===== config.mk =====
export PLATFORM = sky130hd
export DESIGN_NAME = hfp_device_end_flat
export DESIGN_NICKNAME = d
export VERILOG_FILES = /design/src/hfp_pkg.sv /design/src/hfp_link_if.sv /design/src/hfp_device_end.sv /design/src/flat_wrapper.sv
export SDC_FILE = /design/constraint.sdc
export NUM_CORES = 1
export LEC_CHECK = 0
export ABC_AREA = 1
export ABC_CLOCK_PERIOD_IN_PS = 3000
export BUFFER_PORTS_ARGS = -buffer_cell sky130_fd_sc_hd__buf_2
export CAP_MARGIN = 0
export CORE_ASPECT_RATIO = 1.25
export CORE_MARGIN = 8
export CORE_UTILIZATION = 45
export DETAILED_ROUTE_END_ITERATION = 8
export PLACE_DENSITY = 0.8
export SYNTH_ARGS = -nofsm -noshare
export SYNTH_HDL_FRONTEND = slang
export SYNTH_SLANG_ARGS = --single-unit

===== constraint.sdc =====
create_clock -name mclk_in -period 3 [get_ports mclk_in]
set_clock_uncertainty 0.05 [all_clocks]
set_input_delay 0.15 -clock mclk_in [delete_from_list [all_inputs] [get_ports mclk_in]]
set_output_delay 0.15 -clock mclk_in [all_outputs]
set_load 0.05 [all_outputs]

===== src/hfp_pkg.sv =====
// Behaviour
// RL1 - cmd bit0 marks receive buffer full, self-clears
// RL2 - cmd bit1 releases transmit buffer one
// RL3 - cmd bit2 releases transmit buffer two
// RL4 - cmd bit3 marks outbound frame taken
// RL5 - cmd bit4 flags next inbound write EOF
// RL6 - cmd bit5 restarts inbound data alignment
// RL7 - host writes zeros to command bits 7:6
// RL8 - status bit0: receive buffer accepts command
// RL9 - status bit1: buffer one holds command
// RL10 - status bit2: buffer two holds command
// RL11 - status bit3: outbound fifo has data
// RL12 - status bit4: inbound fifo has room
// RL13 - status bit5: outbound frame end; 7:6 reserved
// RL14 - interrupt reg: frame, buffer1, buffer2 sources
// RL15 - interrupt bit7 set on device timeout
// RL16 - timeout bit cleared only by writing 0
// RL17 - writes to address 6 append receive buffer
// RL18 - reads from address 6 drain buffer one
// RL19 - address 7 read-only, drains buffer two
// RL20 - frames: eight-byte header, then data
// RL21 - interrupt pin follows any set source
package hfp_pkg;
    // link addresses of the directly reached registers
    localparam logic [3:0] ADDR_FRAME = 4'h3;
    localparam logic [3:0] ADDR_CMD   = 4'h4;
    localparam logic [3:0] ADDR_INT   = 4'h5;
    localparam logic [3:0] ADDR_BUF1  = 4'h6;
    localparam logic [3:0] ADDR_BUF2  = 4'h7;
    // command bit positions
    localparam int CMD_RXBUF_FULL = 0;
    localparam int CMD_BUF1_FREE  = 1;
    localparam int CMD_BUF2_FREE  = 2;
    localparam int CMD_OUT_DONE   = 3;
    localparam int CMD_IN_EOF     = 4;
    localparam int CMD_REALIGN    = 5;
    localparam logic [7:0] CMD_RSVD_MASK = 8'hc0;
    // interrupt bit positions and writable sources
    localparam int INT_FRAME   = 0;
    localparam int INT_BUF1    = 1;
    localparam int INT_BUF2    = 2;
    localparam int INT_TIMEOUT = 7;
    localparam logic [7:0] INT_USED_MASK = 8'h87;
    localparam logic [7:0] INT_RESET     = 8'h00;
    localparam logic [5:0] CMD_RESET     = 6'h00;
    // frame header length in bytes
    localparam logic [15:0] FRAME_HDR_BYTES = 16'h0008;
    // host controller registers on the axi4-lite side
    localparam logic [3:0] AXI_ACCESS = 4'h0;
    localparam logic [3:0] AXI_RESULT = 4'h4;
    localparam int ACC_ADDR_LSB = 0;
    localparam int ACC_READ     = 8;
    localparam int ACC_WIDE     = 9;
    localparam int ACC_DATA_LSB = 16;
    localparam int RES_BUSY     = 16;
    localparam int RES_IRQ      = 17;
    localparam logic [1:0] RESP_OKAY   = 2'h0;
    localparam logic [1:0] RESP_SLVERR = 2'h2;
    typedef enum {HFP_IDLE, HFP_WAIT} hfp_state_type;
endpackage


===== src/hfp_link_if.sv =====
interface hfp_link_if;
    logic [3:0]  addr;
    logic [15:0] wdata;
    logic        wr;
    logic        rd;
    logic        wide;
    logic [15:0] rdata;
    logic        rvalid;
    logic        irq;
    modport dev (input addr, wdata, wr, rd, wide, output rdata, rvalid, irq);
    modport host (output addr, wdata, wr, rd, wide, input rdata, rvalid, irq);
endinterface


===== src/hfp_device_end.sv =====
module hfp_device_end (
    // clock and reset
    input  wire logic        mclk_in,
    input  wire logic        reset_n_in,
    // host link
    hfp_link_if.dev          link,
    // buffer and fifo state from the switch core
    input  wire logic        rxbuf_free_in,
    input  wire logic        buf1_full_in,
    input  wire logic        buf2_full_in,
    input  wire logic        outbound_fifo_has_data_in,
    input  wire logic        inbound_fifo_has_room_in,
    input  wire logic        outbound_fifo_frame_end_in,
    // interrupt events from the switch core
    input  wire logic        frame_evt_in,
    input  wire logic        timeout_evt_in,
    // data offered to the host
    input  wire logic [15:0] buf1_data_in,
    input  wire logic [15:0] buf2_data_in,
    input  wire logic [15:0] frame_data_in,
    // command pulses to the core
    output logic [5:0]       cmd_pulse_out,
    // control command receive and transmit buffers
    output logic             cmdbuf_wr_out,
    output logic [15:0]      cmdbuf_wdata_out,
    output logic             buf1_rd_out,
    output logic             buf2_rd_out,
    // switch frame stream
    output logic             frame_wr_out,
    output logic             frame_rd_out,
    output logic [15:0]      frame_wdata_out,
    output logic             frame_eof_out,
    output logic             frame_hdr_out,
    output logic             frame_wide_out
);
    import hfp_pkg::*;

    logic [5:0]  cmd_q;
    logic        eof_armed_q;
    logic [7:0]  int_q;
    logic        buf1_full_q;
    logic        buf2_full_q;
    logic [15:0] in_pos_q;
    logic [15:0] out_pos_q;
    logic [15:0] step;
    logic        wr_cmd;
    logic        wr_int;
    logic        wr_frame;
    logic        rd_frame;
    logic [7:0]  status;

    assign wr_cmd   = link.wr && link.addr == ADDR_CMD;
    assign wr_int   = link.wr && link.addr == ADDR_INT;
    assign wr_frame = link.wr && link.addr == ADDR_FRAME;
    assign rd_frame = link.rd && link.addr == ADDR_FRAME;
    assign step     = link.wide ? 16'h0002 : 16'h0001;

    // command bits live one cycle, so the core sees a clean pulse
    always_ff @(posedge mclk_in)
    begin
        if (!reset_n_in)
            cmd_q <= CMD_RESET;
        else if (wr_cmd)
            cmd_q <= link.wdata[5:0]; // RL1 RL2 RL3 RL4 RL5 RL6
        else
            cmd_q <= CMD_RESET; // RL1 RL2 RL3 RL4 RL6
    end
    assign cmd_pulse_out = cmd_q;

    // eof arming waits for the next inbound frame write
    always_ff @(posedge mclk_in)
    begin
        if (!reset_n_in)
            eof_armed_q <= 1'b0;
        else if (wr_cmd && link.wdata[CMD_IN_EOF])
            eof_armed_q <= 1'b1; // RL5
        else if (wr_frame || (wr_cmd && link.wdata[CMD_REALIGN]))
            eof_armed_q <= 1'b0; // RL5 RL6
    end

    // previous levels for buffer edge detection
    always_ff @(posedge mclk_in)
    begin
        if (!reset_n_in)
        begin
            buf1_full_q <= 1'b0;
            buf2_full_q <= 1'b0;
        end
        else
        begin
            buf1_full_q <= buf1_full_in;
            buf2_full_q <= buf2_full_in;
        end
    end

    // sticky sources; a new event beats a clear in the same cycle
    always_ff @(posedge mclk_in)
    begin
        if (!reset_n_in)
            int_q <= INT_RESET;
        else
        begin
            int_q <= (wr_int ? (int_q & link.wdata[7:0]) : int_q) & INT_USED_MASK; // RL16
            if (frame_evt_in)
                int_q[INT_FRAME] <= 1'b1; // RL14
            if (buf1_full_in && !buf1_full_q)
                int_q[INT_BUF1] <= 1'b1; // RL14
            if (buf2_full_in && !buf2_full_q)
                int_q[INT_BUF2] <= 1'b1; // RL14
            if (timeout_evt_in)
                int_q[INT_TIMEOUT] <= 1'b1; // RL15
        end
    end

    // pin follows the register with one cycle of delay
    always_ff @(posedge mclk_in)
    begin
        if (!reset_n_in)
            link.irq <= 1'b0;
        else
            link.irq <= |(int_q & INT_USED_MASK); // RL21
    end

    // live status; reserved bits read as zero
    always_comb
    begin
        status = 8'h00;
        status[0] = rxbuf_free_in; // RL8
        status[1] = buf1_full_in; // RL9
        status[2] = buf2_full_in; // RL10
        status[3] = outbound_fifo_has_data_in; // RL11
        status[4] = inbound_fifo_has_room_in; // RL12
        status[5] = outbound_fifo_frame_end_in; // RL13
    end

    // read answer one cycle after the strobe
    always_ff @(posedge mclk_in)
    begin
        if (!reset_n_in)
        begin
            link.rdata  <= 16'h0000;
            link.rvalid <= 1'b0;
        end
        else
        begin
            link.rvalid <= link.rd;
            case (link.addr)
                ADDR_FRAME: link.rdata <= frame_data_in;
                ADDR_CMD:   link.rdata <= {8'h00, status};
                ADDR_INT:   link.rdata <= {8'h00, int_q};
                ADDR_BUF1:  link.rdata <= buf1_data_in; // RL18
                ADDR_BUF2:  link.rdata <= buf2_data_in; // RL19
                default:    link.rdata <= 16'h0000;
            endcase
        end
    end

    // buffer strobes; a write to address 7 is simply dropped
    always_ff @(posedge mclk_in)
    begin
        if (!reset_n_in)
        begin
            cmdbuf_wr_out    <= 1'b0;
            cmdbuf_wdata_out <= 16'h0000;
            buf1_rd_out      <= 1'b0;
            buf2_rd_out      <= 1'b0;
        end
        else
        begin
            cmdbuf_wr_out <= link.wr && link.addr == ADDR_BUF1; // RL17
            if (link.wr && link.addr == ADDR_BUF1)
                cmdbuf_wdata_out <= link.wide ? link.wdata : {8'h00, link.wdata[7:0]};
            buf1_rd_out <= link.rd && link.addr == ADDR_BUF1; // RL18
            buf2_rd_out <= link.rd && link.addr == ADDR_BUF2; // RL19
        end
    end

    // byte positions inside the current frame, each direction alone
    always_ff @(posedge mclk_in)
    begin
        if (!reset_n_in)
        begin
            in_pos_q  <= 16'h0000;
            out_pos_q <= 16'h0000;
        end
        else
        begin
            if ((wr_frame && eof_armed_q) || (wr_cmd && link.wdata[CMD_REALIGN]))
                in_pos_q <= 16'h0000; // RL5 RL6
            else if (wr_frame)
                in_pos_q <= in_pos_q + step; // RL20
            if (wr_cmd && link.wdata[CMD_OUT_DONE])
                out_pos_q <= 16'h0000; // RL4
            else if (rd_frame)
                out_pos_q <= out_pos_q + step; // RL20
        end
    end

    // frame stream toward the core, marked header or data
    always_ff @(posedge mclk_in)
    begin
        if (!reset_n_in)
        begin
            frame_wr_out    <= 1'b0;
            frame_rd_out    <= 1'b0;
            frame_wdata_out <= 16'h0000;
            frame_eof_out   <= 1'b0;
            frame_hdr_out   <= 1'b0;
            frame_wide_out  <= 1'b0;
        end
        else
        begin
            frame_wr_out <= wr_frame;
            frame_rd_out <= rd_frame;
            if (wr_frame || rd_frame)
            begin
                frame_wdata_out <= link.wdata;
                frame_wide_out  <= link.wide;
                frame_eof_out   <= wr_frame && eof_armed_q; // RL5
                frame_hdr_out   <= wr_frame ? (in_pos_q < FRAME_HDR_BYTES)
                                            : (out_pos_q < FRAME_HDR_BYTES); // RL20
            end
        end
    end
endmodule // hfp_device_end


===== src/flat_wrapper.sv =====
// flat-port wrapper written by rule: the top's interface ports become plain ports
module hfp_device_end_flat import hfp_pkg::*;
  (mclk_in, reset_n_in, rxbuf_free_in, buf1_full_in, buf2_full_in, outbound_fifo_has_data_in, inbound_fifo_has_room_in, outbound_fifo_frame_end_in, frame_evt_in, timeout_evt_in, buf1_data_in, buf2_data_in, frame_data_in, cmd_pulse_out, cmdbuf_wr_out, cmdbuf_wdata_out, buf1_rd_out, buf2_rd_out, frame_wr_out, frame_rd_out, frame_wdata_out, frame_eof_out, frame_hdr_out, frame_wide_out, link_addr, link_wdata, link_wr, link_rd, link_wide, link_rdata, link_rvalid, link_irq);
  hfp_link_if link_i ();
  input  wire logic mclk_in;
  input  wire logic reset_n_in;
  input  wire logic rxbuf_free_in;
  input  wire logic buf1_full_in;
  input  wire logic buf2_full_in;
  input  wire logic outbound_fifo_has_data_in;
  input  wire logic inbound_fifo_has_room_in;
  input  wire logic outbound_fifo_frame_end_in;
  input  wire logic frame_evt_in;
  input  wire logic timeout_evt_in;
  input  wire logic [15:0] buf1_data_in;
  input  wire logic [15:0] buf2_data_in;
  input  wire logic [15:0] frame_data_in;
  output logic [5:0] cmd_pulse_out;
  output logic cmdbuf_wr_out;
  output logic [15:0] cmdbuf_wdata_out;
  output logic buf1_rd_out;
  output logic buf2_rd_out;
  output logic frame_wr_out;
  output logic frame_rd_out;
  output logic [15:0] frame_wdata_out;
  output logic frame_eof_out;
  output logic frame_hdr_out;
  output logic frame_wide_out;
  input wire logic [$bits(link_i.addr)-1:0] link_addr;
  input wire logic [$bits(link_i.wdata)-1:0] link_wdata;
  input wire logic [$bits(link_i.wr)-1:0] link_wr;
  input wire logic [$bits(link_i.rd)-1:0] link_rd;
  input wire logic [$bits(link_i.wide)-1:0] link_wide;
  output wire logic [$bits(link_i.rdata)-1:0] link_rdata;
  output wire logic [$bits(link_i.rvalid)-1:0] link_rvalid;
  output wire logic [$bits(link_i.irq)-1:0] link_irq;
  assign link_i.addr = link_addr;
  assign link_i.wdata = link_wdata;
  assign link_i.wr = link_wr;
  assign link_i.rd = link_rd;
  assign link_i.wide = link_wide;
  assign link_rdata = link_i.rdata;
  assign link_rvalid = link_i.rvalid;
  assign link_irq = link_i.irq;
  hfp_device_end u_core (.mclk_in(mclk_in), .reset_n_in(reset_n_in), .link(link_i), .rxbuf_free_in(rxbuf_free_in), .buf1_full_in(buf1_full_in), .buf2_full_in(buf2_full_in), .outbound_fifo_has_data_in(outbound_fifo_has_data_in), .inbound_fifo_has_room_in(inbound_fifo_has_room_in), .outbound_fifo_frame_end_in(outbound_fifo_frame_end_in), .frame_evt_in(frame_evt_in), .timeout_evt_in(timeout_evt_in), .buf1_data_in(buf1_data_in), .buf2_data_in(buf2_data_in), .frame_data_in(frame_data_in), .cmd_pulse_out(cmd_pulse_out), .cmdbuf_wr_out(cmdbuf_wr_out), .cmdbuf_wdata_out(cmdbuf_wdata_out), .buf1_rd_out(buf1_rd_out), .buf2_rd_out(buf2_rd_out), .frame_wr_out(frame_wr_out), .frame_rd_out(frame_rd_out), .frame_wdata_out(frame_wdata_out), .frame_eof_out(frame_eof_out), .frame_hdr_out(frame_hdr_out), .frame_wide_out(frame_wide_out));
endmodule

==> run metrics <==
status=finished clean; Worst VDD drop=256 uV; sequential area share after synthesis=45.3%; Critical R2R Launch=u_core.in_pos_q[0]$_SDFFE_PP0N_; WP data arrival=2.18 ns; DP Wirelength=9.60 mm; CP max stage delay=0.37 ns; leak pwr=2.65 nW; Syn Nets=706; chip height=128 um; die area=13600 sq um; Tmin final=1.95 ns; number of synthesized register bits=103; drt pass-1 iters=4; drt via density=4.95; cells resized by post-CTS repair=0; fraction of layout cells with a size suffix above 1=25.3%; cells on worst reg2reg path=10; Root Driver=clkbuf_16; Initial Utilization=45.8%; Setup crit end kind=flip-flop; Core Footprint=9950 sq um; die width=106 um; Req. time, crit path=3.23 ns; slowest CP cell=fa_1; first-pass GRT wire length=20.3 mm; most used cell, CP=inv_1; CTS tree=yes; hold_ws=0.00913 ns; routed wire length=12.8 mm; All-Layer GR Usage=18.4%; # nets final=849; RSZ-0062 raised after global routing=false; Routed WL per cell=14.2 um; CTS max path bufs=2; average size of a mapped cell=7.36 sq um; Warnings, synthesis=0; Setup crit start kind=flip-flop; FF-to-FF End=u_core.in_pos_q[12]$_SDFFE_PP0N_; Syn Std Cell Area=4550 sq um; # DRC=0; H-tree Lvls=3; Slew @ Worst Pin=0.768 ns; CTS buffer count=9; CP Launch Point=u_core.in_pos_q[0]$_SDFFE_PP0N_; # clock sinks=103; port buffer count=144; # hold bufs at CTS=6; headroom to the max-slew limit=48.8%; Max-cap violations=0; Final GP Congestion=0.883; Post-CTS Setup Bufs=0; commonest non-fill, non-tap cell in the layout=buf_2; most frequent cells in the layout=buf_2 (144), nand2_1 (141), dfxtp_1 (103); max frequency=512 MHz; via count=4439; reg-to-reg setup timing slack=1.05 ns; Synth-to-Final Area Change=25.1%; post-synth top area share=45.3%; crit path max fanout=6; Hold Fails Final Rpt=0; Power Dens Cells=504 nW/um^2; Worst Path Class, Setup=reg -> reg; Final Cycle Share=65.1%; vias in the first global route=4216; Rows=41; GR Overflow Total=0; Cells after Synth=619; 1st-iter DRT viols=225; Hold Crit Class=in -> reg; Final Slew Violations=0; Crit path depth=10; ANT nets after route=0; Buf/Inv on CP=3; total power=2.87 mW; crit path cell chain=ha_1 > inv_1 > fa_1 > inv_1 > nand3_1 > nor2_1 > nand3_1 > nand2_1 > inv_1 > nor2_1; fin cells=896; crit path to=u_core.in_pos_q[12]$_SDFFE_PP0N_; Synth area leaders=dfxtp_1 (45%), nand2_1 (12%), nor2_1 (6.5%), nand3_1 (6.0%), inv_1 (5.6%); Worst-path clk slew=0.06 ns; final setup fails=0; Sum Neg Setup Slack=0 ns; Clock Latency Late Sink=0.34 ns; Top-Level Pins=145; initial antenna violation count=0; Synth area leader=dfxtp_1; Unique masters post-synth=38; placed cells=874; largest net degree at the start of global routing=37; critical path's top delay family=simple AND/OR/NAND/NOR gates
[through the flow]
| step | setup WS (ns) | utilization [%] | area [sq um] |
|---|---|---|---|
| 2_1_floorplan | 1.05 | - | 4550 |
| 3_3_place_gp | 0.892 | 53.6 | 5330 |
| 3_5_place_dp | 0.832 | 53.6 | 5330 |
| 4_1_cts | 1.05 | 57.2 | 5690 |
| 5_1_grt | 0.845 | 57.2 | 5690 |
| 6_report | 1.05 | 57.2 | 5690 |
[worst register-to-register path: cells and delay by family (launching register included)]
family / cells / cell delay [ns]
simple gates: 5 / 0.76
fa+ha+maj: 2 / 0.54
flops: 1 / 0.36
buf+inv: 3 / 0.18
[cells in the mapped netlist, drive strengths merged]
library cell and number:
buf 13, nand3b 3, nor2 87, clkbuf 7
fa 2, or2 3, nand3 57, a41oi 3
a21oi 38, inv 74, nor3 20, clkinv 2
xnor2 3, nand2 145, xor2 4, dfxtp 103
o21ai 33, nand4 15, o21bai 1, ha 4
o2bb2ai 1, nor4 1
[where the power goes]
group / leakage (nW) / switching (mW) / internal [mW]
clock network: 0.151 / 0.485 / 0.683
logic: 1.67 / 0.202 / 0.0902
registers: 0.835 / 0.0127 / 1.40
total: 2.65 / 0.700 / 2.17
[worst min-delay path by stage]
| stage | startpoint | to | slack [ns] | depth (start not counted) |
|---|---|---|---|---|
| after floorplan | link_addr[0] | u_core.buf1_rd_out$_SDFF_PN0_ | 0.18 | 1 |
| after global placement | frame_evt_in | u_core.int_q[0]$_SDFFE_PN0P_ | 0.31 | 3 |
| after detailed placement | timeout_evt_in | u_core.int_q[7]$_SDFFE_PN0P_ | 0.32 | 3 |
| after CTS | buf1_data_in[7] | u_core.link.rdata[7]$_SDFF_PN0_ | 0.005 | 3 |
| after global routing | link_wdata[13] | u_core.cmdbuf_wdata_out[13]$_SDFFE_PN0P_ | 0.02 | 3 |
| final | buf1_data_in[7] | u_core.link.rdata[7]$_SDFF_PN0_ | 0.009 | 3 |
[cell type report]
type / count / area, sq um
Antenna cell: 1 / 2.50
Clock buffer: 11 / 253
Clock inverter: 4 / 45.0
Fill cell: 912 / 4260
Inverter: 76 / 295
Multi-Input combinational cell: 420 / 2080
Sequential cell: 103 / 2060
Tap cell: 129 / 161
Timing Repair Buffer: 152 / 796
[routing by layer]
layer / track usage [%] / vias to the layer above / routed length [um] / part of all wire, %
li1: - / 2272 / - / -
met1: 20.4 / 1991 / 5180 / 41
met2: 32.0 / 148 / 6200 / 49
met3: 5.25 / 28 / 1010 / 7.9
met4: 8.46 / 0 / 373 / 2.9
met5: 0 / - / 0 / 0
[state kept, by name (all words and copies together), names as in the netlist, 4 cells and up]
register / flops
u_core.link.rdata: 16
u_core.cmdbuf_wdata_out: 16
u_core.int_q: 4
u_core.frame_wdata_out: 16
u_core.in_pos_q: 16
u_core.cmd_pulse_out: 6
u_core.out_pos_q: 16
[logic make-up after synthesis]
| kind of cell | after synthesis | share of synthesized area [%] |
|---|---|---|
| AO/OA/AOI/OAI | 76 | 9.15 |
| XOR/XNOR | 7 | 1.35 |
| adder cells (fa/ha/maj) | 6 | 1.98 |
| buffers and inverters | 96 | 9.04 |
| flip-flops | 103 | 45.3 |
| AND/OR/NAND/NOR | 331 | 33.2 |
(Power assumes the default switching activity.)
